[src/design/hsp_pkg.sv]
// Purpose: constants for the host serial port with strapped baud rate
// Assumes: 250 MHz core clock
// Notes: baud divisors are derived from the clock rate by expression
package hsp_pkg;
  localparam int unsigned CLK_HZ = 250000000;
  localparam int unsigned BAUD_00 = 115200;
  localparam int unsigned BAUD_01 = 9600;
  localparam int unsigned BAUD_10 = 19200;
  localparam int unsigned BAUD_11 = 38400;
  localparam int unsigned DIV_00 = CLK_HZ / BAUD_00;
  localparam int unsigned DIV_01 = CLK_HZ / BAUD_01;
  localparam int unsigned DIV_10 = CLK_HZ / BAUD_10;
  localparam int unsigned DIV_11 = CLK_HZ / BAUD_11;
  localparam int unsigned DIV_W = 15;
  localparam int unsigned DATA_BITS = 8;
  localparam logic [3:0] BIT_CNT_RST = 4'h0;
  localparam logic [1:0] STRAP_RST = 2'h0;
  typedef enum logic [1:0] {HSP_IDLE, HSP_START, HSP_DATA, HSP_STOP} hsp_state_t;
endpackage

[src/design/hsp_top.sv]
// Purpose: full-duplex 8N1 serial port with baud picked by two straps
// Assumes: straps are static around reset release; line pulled up outside
// Notes: no buffering; tx_ready_o low while a character is in flight
`timescale 1ns/1ps
`default_nettype none
// Behaviour
// - start, eight data, one stop, no parity
// - transmit and receive run independently, concurrently
// - rates 9600 to 115200 set by straps
// - send on serial out, receive on in
// - straps sampled once after reset, then held
// - straps 00,01,10,11 give 115200,9600,19200,38400
// - serial output open drain, pulls low only
module hsp_top
  import hsp_pkg::*;
(
  input wire logic clk_i, // 250 MHz core clock
  input wire logic arst_n_i, // async reset, active low
  input wire logic baud_select_low_i, // strap, low bit
  input wire logic baud_select_high_i, // strap, high bit
  input wire logic rxd_i, // serial line from the microcontroller
  output logic txd_o, // open drain output level, always 0
  output logic txd_oe_o, // high while pulling the line low
  input wire logic [7:0] tx_data_i, // character to send
  input wire logic tx_valid_i, // send request
  output logic tx_ready_o, // transmitter idle
  output logic [7:0] rx_data_o, // last received character
  output logic rx_valid_o, // one-cycle pulse, character received
  output logic rx_frame_err_o, // one-cycle pulse with rx_valid_o, bad stop
  output logic [1:0] baud_sel_o // latched strap pair
);
  // picks the cycles per bit for a latched strap pair
  function automatic logic [DIV_W-1:0] bit_div(input logic [1:0] sel);
    logic [DIV_W-1:0] r;
    r = DIV_W'(DIV_00);
    case (sel)
      2'h1: r = DIV_W'(DIV_01);
      2'h2: r = DIV_W'(DIV_10);
      2'h3: r = DIV_W'(DIV_11);
      default: r = DIV_W'(DIV_00);
    endcase
    return r;
  endfunction

  // strap latch: first clock after release takes the pins, later edges hold
  logic [1:0] strap_q, strap_d;
  logic strap_done_q, strap_done_d;
  logic [DIV_W-1:0] div;
  always_comb begin
    strap_d = strap_q;
    strap_done_d = 1'b1;
    if (!strap_done_q) begin
      strap_d = {baud_select_high_i, baud_select_low_i};
    end
  end
  always_ff @(posedge clk_i or negedge arst_n_i) begin
    if (!arst_n_i) begin
      strap_q <= STRAP_RST;
      strap_done_q <= 1'b0;
    end else begin
      strap_q <= strap_d;
      strap_done_q <= strap_done_d;
    end
  end
  assign div = bit_div(strap_q);
  assign baud_sel_o = strap_q;

  // rx synchroniser: three stages, change taken when stages two and three agree
  logic [2:0] rx_sync_q, rx_sync_d;
  logic rx_line_q, rx_line_d;
  always_comb begin
    rx_sync_d = {rx_sync_q[1:0], rxd_i};
    rx_line_d = rx_line_q;
    if (rx_sync_q[1] == rx_sync_q[2]) begin
      rx_line_d = rx_sync_q[2];
    end
  end
  always_ff @(posedge clk_i or negedge arst_n_i) begin
    if (!arst_n_i) begin
      rx_sync_q <= 3'h7;
      rx_line_q <= 1'b1;
    end else begin
      rx_sync_q <= rx_sync_d;
      rx_line_q <= rx_line_d;
    end
  end

  // transmitter; runs beside the receiver with its own state
  hsp_state_t tx_st_q, tx_st_d;
  logic [DIV_W-1:0] tx_cnt_q, tx_cnt_d;
  logic [3:0] tx_bit_q, tx_bit_d;
  logic [7:0] tx_sh_q, tx_sh_d;
  logic tx_line_q, tx_line_d;
  logic tx_tick;
  assign tx_tick = (tx_cnt_q == div - DIV_W'(1));
  always_comb begin
    tx_st_d = tx_st_q;
    tx_cnt_d = tx_tick ? '0 : tx_cnt_q + DIV_W'(1);
    tx_bit_d = tx_bit_q;
    tx_sh_d = tx_sh_q;
    tx_line_d = tx_line_q;
    case (tx_st_q)
      HSP_IDLE: begin
        tx_line_d = 1'b1;
        tx_cnt_d = '0;
        // no launch before the straps are latched, so the first bit has the right length
        if (tx_valid_i && strap_done_q) begin
          tx_sh_d = tx_data_i;
          tx_line_d = 1'b0;
          tx_st_d = HSP_START;
        end
      end
      HSP_START: begin
        if (tx_tick) begin
          tx_line_d = tx_sh_q[0];
          tx_sh_d = {1'b0, tx_sh_q[7:1]};
          tx_bit_d = BIT_CNT_RST;
          tx_st_d = HSP_DATA;
        end
      end
      HSP_DATA: begin
        if (tx_tick) begin
          if (tx_bit_q == 4'(DATA_BITS - 1)) begin
            tx_line_d = 1'b1;
            tx_st_d = HSP_STOP;
          end else begin
            tx_line_d = tx_sh_q[0];
            tx_sh_d = {1'b0, tx_sh_q[7:1]};
            tx_bit_d = tx_bit_q + 4'h1;
          end
        end
      end
      default: begin
        if (tx_tick) begin
          tx_st_d = HSP_IDLE;
        end
      end
    endcase
  end
  always_ff @(posedge clk_i or negedge arst_n_i) begin
    if (!arst_n_i) begin
      tx_st_q <= HSP_IDLE;
      tx_cnt_q <= '0;
      tx_bit_q <= BIT_CNT_RST;
      tx_sh_q <= 8'h00;
      tx_line_q <= 1'b1;
    end else begin
      tx_st_q <= tx_st_d;
      tx_cnt_q <= tx_cnt_d;
      tx_bit_q <= tx_bit_d;
      tx_sh_q <= tx_sh_d;
      tx_line_q <= tx_line_d;
    end
  end
  // open drain: the level is always low, only the enable moves
  assign txd_o = 1'b0;
  assign txd_oe_o = ~tx_line_q;
  assign tx_ready_o = (tx_st_q == HSP_IDLE) && strap_done_q;

  // receiver: samples mid-bit; a start glitch shorter than half a bit is dropped
  hsp_state_t rx_st_q, rx_st_d;
  logic [DIV_W-1:0] rx_cnt_q, rx_cnt_d;
  logic [3:0] rx_bit_q, rx_bit_d;
  logic [7:0] rx_sh_q, rx_sh_d, rx_data_q, rx_data_d;
  logic rx_vld_q, rx_vld_d, rx_err_q, rx_err_d;
  logic rx_tick, rx_half;
  assign rx_tick = (rx_cnt_q == div - DIV_W'(1));
  assign rx_half = (rx_cnt_q == (div >> 1));
  always_comb begin
    rx_st_d = rx_st_q;
    rx_cnt_d = rx_tick ? '0 : rx_cnt_q + DIV_W'(1);
    rx_bit_d = rx_bit_q;
    rx_sh_d = rx_sh_q;
    rx_data_d = rx_data_q;
    rx_vld_d = 1'b0;
    rx_err_d = 1'b0;
    case (rx_st_q)
      HSP_IDLE: begin
        rx_cnt_d = '0;
        if (!rx_line_q && strap_done_q) begin
          rx_st_d = HSP_START;
        end
      end
      HSP_START: begin
        if (rx_half) begin
          if (rx_line_q) begin
            rx_st_d = HSP_IDLE;
          end else begin
            rx_cnt_d = '0;
            rx_bit_d = BIT_CNT_RST;
            rx_st_d = HSP_DATA;
          end
        end
      end
      HSP_DATA: begin
        if (rx_tick) begin
          rx_sh_d = {rx_line_q, rx_sh_q[7:1]};
          rx_bit_d = rx_bit_q + 4'h1;
          if (rx_bit_q == 4'(DATA_BITS - 1)) begin
            rx_st_d = HSP_STOP;
          end
        end
      end
      default: begin
        if (rx_tick) begin
          rx_data_d = rx_sh_q;
          rx_vld_d = 1'b1;
          rx_err_d = ~rx_line_q;
          rx_st_d = HSP_IDLE;
        end
      end
    endcase
  end
  always_ff @(posedge clk_i or negedge arst_n_i) begin
    if (!arst_n_i) begin
      rx_st_q <= HSP_IDLE;
      rx_cnt_q <= '0;
      rx_bit_q <= BIT_CNT_RST;
      rx_sh_q <= 8'h00;
      rx_data_q <= 8'h00;
      rx_vld_q <= 1'b0;
      rx_err_q <= 1'b0;
    end else begin
      rx_st_q <= rx_st_d;
      rx_cnt_q <= rx_cnt_d;
      rx_bit_q <= rx_bit_d;
      rx_sh_q <= rx_sh_d;
      rx_data_q <= rx_data_d;
      rx_vld_q <= rx_vld_d;
      rx_err_q <= rx_err_d;
    end
  end
  assign rx_data_o = rx_data_q;
  assign rx_valid_o = rx_vld_q;
  assign rx_frame_err_o = rx_err_q;
endmodule
`default_nettype wire

[config.mk]
export PLATFORM = sky130hd
export DESIGN_NAME = hsp_top
export DESIGN_NICKNAME = d
export VERILOG_FILES = /design/src/design/hsp_pkg.sv /design/src/design/hsp_top.sv
export SDC_FILE = /design/constraint.sdc
export NUM_CORES = 1
export LEC_CHECK = 0
export BUFFER_PORTS_ARGS = -buffer_cell sky130_fd_sc_hd__buf_2
export CORE_MARGIN = 2
export CORE_UTILIZATION = 55
export DETAILED_ROUTE_END_ITERATION = 12
export MAX_ROUTING_LAYER = met4
export PLACE_DENSITY = 0.81
export SETUP_SLACK_MARGIN = 0.5
export SLEW_MARGIN = 10
export SYNTH_ARGS = -nofsm -noshare
export SYNTH_HDL_FRONTEND = slang
export SYNTH_SLANG_ARGS = --single-unit
export TNS_END_PERCENT = 1
[constraint.sdc]
create_clock -name clk_i -period 6.42 [get_ports clk_i]
set_clock_uncertainty 0.2 [all_clocks]
set_input_delay 0.321 -clock clk_i [delete_from_list [all_inputs] [get_ports clk_i]]
set_output_delay 0.321 -clock clk_i [all_outputs]
set_load 0.05 [all_outputs]
# == Word level (Yosys, flattened, before mapping) ==
# Cells that the tools add are included.
# op_classes
addsub,5
n_mul,0
div,0
order_cmp,0
eq_ne,23
shift,0
muxes,42
bitwise_logic,3
reduce_logical,20
# op_table
cell,count
$mux 15,5
$pmux 15 s3,1
$mux 8,4
$add 15x1->15 const B,2
$eq 15x15->1,2
$pmux 15 s2,1
$mux 4,6
$pmux 8 s3,1
$mux 2,11
$ne 2x2->1 const B,10
$pmux 4 s2,2
$eq 15x14->1,1
$reduce_and 5->1,3
$sub 15x1->15 const B,1
$pmux 2 s3,2
$add 4x1->4 const B,2
$eq 2x2->1 const B,4
$eq 4x3->1 const B,2
$mux 1,8
$reduce_and 4->1,2
$eq 2x1->1 const B,3
$reduce_bool 2->1,3
$reduce_bool 3->1,2
$logic_not 2->1,2
8 further kinds,13
# totals
register_bits,76
latchBits,0
mem_bits_rw,0
romBits,0
input_bits,14
out_inout_bits,15
elab_cells,109
mem_count,0

# == Logic depth before layout (Yosys ltp) ==
# Gate-level depths: netlist (run 1).
# depth
ltp_word,8
depth_mapped,10
depth_no_buf,8

# == Worst setup path after synthesis (run 1) ==
# OpenSTA, ideal clock, no wires.
# synth_timing
kind,flip-flop to flip-flop
startpoint,reg strap_q[1] (netlist: baud_sel_o[1])
endpoint,reg tx_st_q[1]
arrival_ps,3063
path_slack_ps,3032
path_stages_with_launch,9
n_path_buf,0
synth_period_minus_slack_ps,3388
path_cell_list,dfrtp_1 > inv_1 > ha_1 > or4b_2 > a222oi_1 > nand4_2 > o31ai_1 > nand3_1 > mux2_4
# synth_via
elab_chain_len,6
# synth_rtl
item,line_no,source
from (decl),hsp_top.sv:46,"logic [1:0] strap_q, strap_d;"
from (signal assigned),hsp_top.sv:61,strap_q <= strap_d;
$eq 2x2->1 / $eq 2x1->1 (equally long branches),hsp_top.sv:36,case (sel)
$pmux 15 s3 (*),hsp_top.sv:36,
$sub 15x1->15 (*),hsp_top.sv:95,assign tx_tick = (tx_cnt_q == div - DIV_W'(1));
$eq 15x15->1 (*),hsp_top.sv:95,
$ne 2x2->1 (no source line) / $reduce_bool 2->1 (equally long branches),n/a,
$reduce_and 5->1 (no source line) (*),n/a,
to (signal assigned),hsp_top.sv:148,tx_st_q <= tx_st_d;
to (decl),hsp_top.sv:89,"hsp_state_t tx_st_q, tx_st_d;"
# Mark *: on every way between the ends. The rest lies on a longest branch, timed or not.
# A chain may end at the register's enable or synchronous reset.

# == Final worst setup path (run 1) ==
# layout_timing
startpoint,reg strap_q[1] (netlist: baud_sel_o[1])
endpoint,reg tx_sh_q[4]
# layout_via
elab_chain_len,6
# layout_rtl
item,line_no,source
$eq 2x2->1 / $eq 2x1->1 (equally long branches),hsp_top.sv:36,
$pmux 15 s3 (*),hsp_top.sv:36,
$sub 15x1->15 (*),hsp_top.sv:95,
$eq 15x15->1 (*),hsp_top.sv:95,
$ne 2x2->1 (no source line),n/a,
$reduce_and 5->1 (no source line) (*),n/a,
to (signal assigned),hsp_top.sv:151,tx_sh_q <= tx_sh_d;
to (decl),hsp_top.sv:92,"logic [7:0] tx_sh_q, tx_sh_d;"
# Marks and branches as above.

==> reports/results.tsv, run 1 <==
metric	value	unit
Placer Congestion	0.850	
area of the multi-input gates	0.00199	mm^2
RSZ-0062 raised after global routing	no	
Longest Clk Path Bufs	2	
post-synthesis xor/xnor area fraction	8.18	%
Area after DPL	0.00425	mm^2
die height	90.0	um
post-route ant nets	0	
Cell Rows	31	
Die X	90.0	um
CP Cell Sequence	inv_1 > ha_1 > or4b_2 > a222oi_1 > nand4_2 > o31ai_4 > nor2_1 > a21oi_1	
initial antenna violation count	0	
Synth Register Bits	76	
CTS tree	done	
vias	2905	
H-tree levels	3	
DP HPWL	5320	um
Worst Setup End Kind	flop	
CP peak stage delay	700	ps
TNS Setup	0	ps
main combinational cell family by area after synthesis	simple AND/OR/NAND/NOR gates	
final instance area	0.00448	mm^2
I/O Buffers	27	
drt pass-1 iters	4	
GRT overflow	0	
syn nets	423	
leak pwr	2.18	nW
worst hold path type	in -> reg	
drt drc	0	
dominant cells by area after synthesis	dfrtp_1 44%, mux2_2 5.3%, xnor2_1 4.7%	
CP top delay family	compound AO/OA/AOI/OAI gates	
register area	0.00191	mm^2
Pwr Total	1.02	mW
area grow syn2layout	10.3	%
Slew Limit Fails	0	
count of cell types in the netlist	59	
Slew @ Worst Pin	925	ps
Setup-failing EPs final	0	
Layout fillers	619	
gr usage total	21.5	%
Crit-path slowest cell	o31ai_4	
number of synthesized flops with an enable pin	0	
root buffer cell	clkbuf_8	
Critical Path AT	3640	ps
Initial Util	56.4	%
first-pass GRT wire length	13800	um
register area share after synthesis	46.9	%
adder-cell share of the synthesized area	4.55	%
initial DRC count	241	
CP Buf/Inv Count	1	
Synth Area per Inst	10.3	um^2
routed len/inst	14.9	um
complex-gate fraction of the synthesized area	8.34	%
dominant cell by count in the synthesized netlist	dfrtp_1	
IO Count	29	
via-per-instance ratio	5.53	
combinational share of power	10.6	%
core area	0.00721	mm^2
Internal	739	uW
slew margin rel.	38.4	%
f_max	280	MHz
top post-synthesis cells by count	71 x dfrtp_1, 46 x nor2_1, 23 x inv_1, 22 x xnor2_1, 19 x mux2_2	
number of CTS-inserted buffers	9	
largest net degree at the start of global routing	77	
Net Sw Power	280	uW
worst skew pair latency	350	ps
Hold Violations, Final	0	
share of cells above drive strength 1	18.1	%
Synth async-reset ratio	100	%
Worst EP required	6490	ps
mux cell area share after synthesis	8.09	%
max-cap check violation count	0	
sw frac	27.5	%
mapped cell area	0.00407	mm^2
Antenna Cells	0	
Tmin final	3570	ps
Synth Instances	395	
placed instance count	506	
Max IR drop VDD	0.000159	V
Finished Layout Cells	525	
Die ar.	0.00810	mm^2
Worst-path clk slew	80	ps
Yosys Warn Count	0	
Power per Cell Area	227	mW/mm^2
Final Cycle Share	55.7	%
vias in the first global route	2866	
status	complete, no violations	
simple-gate share of the synthesized area	19.6	%
leading area contributor after synthesis	dfrtp_1	
final WL	7800	um
top cell type's share of synthesized area	43.7	%
crit path max fanout	16	
clock share of power	37.2	%
clock sinks	76	
part of the power in registers	52.1	%
Most used DFF post-synth	dfrtp_1	
worst setup path class	reg -> reg	
CP startpoint kind	flop	
nets	449	
-- power groups by stage --
stage          Sequential (mW)  Clock [mW]  Combinational [mW]
3_5_place_dp             0.539           0               0.107
6_report                 0.531       0.379               0.108
4_1_cts                  0.530       0.389               0.109
5_1_grt                  0.535       0.407               0.122
3_3_place_gp             0.538           0               0.103
2_1_floorplan            0.534           0              0.0778
-- final timing paths --
path	cells after the start	slack [ps]	from	to
setup reg to reg	8	2850	baud_sel_o[1]	tx_sh_q[4]
min in group asynchronous	2	450	arst_n_i	tx_cnt_q[10]
hold / removal	2	20	baud_select_low_i	baud_sel_o[0]
setup / recovery	8	2850	baud_sel_o[1]	tx_sh_q[4]
max in group asynchronous	2	4990	arst_n_i	rx_cnt_q[7]
hold reg to reg	0	160	rx_sync_q[0]	rx_sync_q[1]
-- cells in the final DEF (no fill, tap or decap), types with 12 or more instances in the layout --
master and count:
xor2_1 16, inv_1 23, dfrtp_1 71, o21ai_0 15, nor2_1 46, nand3_1 13, ha_1 14, xnor2_1 22
and3_1 12, a21oi_1 13, mux2_2 19, buf_2 26, nand2_1 18
-- state kept, by name, summed over array words and instances, names as in the netlist, 2 cells and up --
name / flops
tx_cnt_q: 15
tx_bit_q: 4
rx_st_q: 2
tx_sh_q: 8
rx_sync_q: 3
rx_cnt_q: 15
tx_st_q: 2
rx_sh_q: 8
rx_data_o: 8
baud_sel_o: 2
rx_bit_q: 4
-- what timing repair did --
item                                   CTS  global route
resized for setup                        0             0
endpoints found under the hold margin   73             0
hold buffers                             3             0
setup buffers                            0             0
-- stage by stage --
stage | hold slack, ps | worst slack (ps) | utilization [%]
after CTS | 4.26 | 2860 | 62.2
after global placement | 151 | 3030 | 58.8
after floorplan | -175 | 3030 | -
after global routing | 12.9 | 2590 | 62.2
after detailed placement | 148 | 2850 | 58.8
final | 22.9 | 2850 | 62.2
-- routing by layer --
layer | GRT usage, % | vias up | wire, um
met5 | - | - | 0
met4 | 6.79 | 0 | 142
met3 | 5.03 | 15 | 308
met2 | 32.7 | 62 | 3640
met1 | 28.9 | 1414 | 3710
li1 | - | 1414 | -
-- layout make-up --
type	count	share of cell area (%)
Sequential cell	76	42.6
Clock inverter	6	1.59
Clock buffer	10	3.07
Inverter	23	1.93
Tap cell	99	2.76
Timing Repair Buffer	30	3.74
Multi-Input combinational cell	281	44.4
-- cell families after synthesis --
| family | count (synthesis) |
|---|---|
| adder cells (fa/ha/maj) | 15 |
| buffers and inverters | 38 |
| flip-flops | 76 |
| AO/OA/AOI/OAI | 52 |
| other | 2 |
| multiplexers | 30 |
| XOR/XNOR | 38 |
| AND/OR/NAND/NOR | 144 |
Power figures use the tool's default switching activity.
==> run 2, diff against run 1 <==
==> constraint.sdc (replaced) <==
create_clock -name clk_i -period 3.5 [get_ports clk_i]
set_clock_uncertainty 0.2 [all_clocks]
set_input_delay 0.175 -clock clk_i [delete_from_list [all_inputs] [get_ports clk_i]]
set_output_delay 0.175 -clock clk_i [all_outputs]
set_load 0.05 [all_outputs]
==> reports/results.tsv, run 2 (synthesized netlist as in run 1, its figures left out) <==
metric	value	unit	change
slew margin rel.	39.6	%	+1.2 points
worst skew pair latency	350	ps	about the same
first-pass GRT wire length	13700	um	-0.70%
largest net degree at the start of global routing	77		unchanged
commonest non-fill, non-tap cells in the layout	69 x dfrtp_1, 46 x nor2_1, 26 x buf_2		
CP Cell Sequence	ha_1 > or3b_2 > a222oi_1 > nand4_2 > o31ai_2 > nand3_1 > mux2_4		
gr usage total	21.5	%	about the same
via-per-instance ratio	5.55		+0.35%
Power per Cell Area	398	mW/mm^2	+75%
area grow syn2layout	14.1	%	
vias	2993		+3.0%
routed len/inst	14.9	um	+0.18%
initial antenna violation count	0		unchanged
Crit-path slowest cell	dfrtp_4		
Hold Crit Start	rx_sync_q[0]		
Setup-failing EPs final	0		unchanged
Critical Path AT	3100	ps	-540 ps
Pwr Total	1.85	mW	+81%
f_max	328	MHz	+17%
Tmin final	3050	ps	-521 ps
drt drc	0		unchanged
leak pwr	2.24	nW	+2.5%
Cell Rows	31		unchanged
TNS Setup	0	ps	unchanged
clock share of power	35.6	%	-1.6 points
share of cells above drive strength 1	20.7	%	+2.6 points
number of CTS-inserted buffers	9		unchanged
Die ar.	0.00810	mm^2	unchanged
crit path from	baud_sel_o[1]		
final WL	8020	um	+2.8%
worst setup path class	reg -> reg		
max-cap check violation count	0		unchanged
CP peak stage delay	540	ps	-160 ps
Reg-to-Reg Start	baud_sel_o[1]		
Die X	90.0	um	unchanged
Longest Clk Path Bufs	2		unchanged
combinational share of power	11.5	%	+0.9 points
Max IR drop VDD	0.000320	V	+100%
Worst-path clk slew	80	ps	about the same
CTS tree	done		
crit path max fanout	10		-6
Internal	1.34	mW	+82%
Hold Path Depth	0		-2
core area	0.00721	mm^2	unchanged
vias in the first global route	2880		+0.49%
post-route ant nets	0		unchanged
CP startpoint kind	flop		
GRT overflow	0		unchanged
RSZ-0062 raised after global routing	yes		
Final Util	64.3	%	+2.2 points
drt pass-1 iters	9		+5
Placer Congestion	0.819		-3.6%
nets	463		+3.1%
Initial Util	56.4	%	unchanged
I/O Buffers	27		unchanged
Layout fillers	590		-4.7%
depth of the worst register-to-register path	7		-1
die height	90.0	um	unchanged
biggest regs	rx_cnt_q: 15 flops, tx_cnt_q: 15 flops		
clock sinks	76		unchanged
Worst Setup End Kind	flop		
Antenna Cells	0		unchanged
part of the power in registers	52.9	%	+0.8 points
Slew Limit Fails	0		unchanged
Worst EP required	3540	ps	-2950 ps
H-tree levels	3		unchanged
initial DRC count	175		-27%
IO Count	29		unchanged
commonest non-fill, non-tap cell in the layout	dfrtp_1		
DP HPWL	5180	um	-2.7%
Net Sw Power	503	uW	+80%
worst hold path type	reg -> reg		
sw frac	27.2	%	-0.21 points
Final Cycle Share	87.2	%	+32 points
Hold Violations, Final	0		unchanged
root buffer cell	clkbuf_8		
status	complete, no violations		
Slew @ Worst Pin	907	ps	-18.2 ps
==> run 2: cell count changes in the layout (fill, tap and decap cells not counted), sizes merged <==
cell,previous run,this run
inv,24,23
buf,27,31
clkinvlp,2,1
clkinv,2,4
dlygate4sd3,3,13
==> run 2: per-layer routing <==
metal  track usage (%)  share of wire (%)
met4              7.05                1.5
met1              27.8                 46
met5                 -                  0
met2              34.1                 49
met3              4.78                3.6
==> run 2: power by group through the flow <==
stage               combinational [mW]  sequential (mW)  clock, mW
floorplan                        0.147            0.981          0
global placement                 0.193            0.991          0
detailed placement               0.199            0.993          0
CTS                              0.214            0.976      0.670
global route                     0.240            0.985      0.705
finish                           0.213            0.977      0.657
==> run 2: metrics by stage <==
stage | hold WS, ps | worst slack (ps) | cell area (um^2) | std cells
4_1_cts | 162 | 464 | 4630 | 539
6_report | 161 | 447 | 4640 | 539
3_5_place_dp | 81.1 | 239 | 4280 | 508
2_1_floorplan | -321 | 469 | 4090 | 395
3_3_place_gp | 80.4 | 319 | 4280 | 508
5_1_grt | 167 | 331 | 4640 | 539
==> run 2: critical path, delay by kind of cell, from the launching register on <==
kind            cells  cell delay [ps]
flops               1              540
fa+ha+maj           1              300
mux                 1              330
compound gates      2              630
simple gates        3              940
==> run 2: what timing repair did <==
action,4_1_cts,5_1_grt
setup buffers,2,0
resized for setup,3,3
hold endpoints to repair,83,0
endpoints found under the setup margin,49,61
hold buffers,13,0
pin swaps,2,1
==> run 2: worst paths after layout <==
path	slack, ps	endpoint
min in group asynchronous	300	tx_cnt_q[11]
max in group asynchronous	2130	baud_sel_o[1]
hold / removal	160	rx_sync_q[1]
setup / recovery	450	tx_st_q[1]
hold reg to reg	160	rx_sync_q[1]
setup reg to reg	450	tx_st_q[1]
==> run 2: layout make-up <==
class | count | area, um^2 | share of cell area, %
clock inverters | 6 | 65.1 | 1.40
flip-flops and latches | 76 | 1910 | 41.2
clock buffers | 10 | 128 | 2.75
well taps | 99 | 124 | 2.67
repair buffers | 44 | 298 | 6.42
inverters | 23 | 88.8 | 1.91
multi-input cells | 281 | 2020 | 43.6
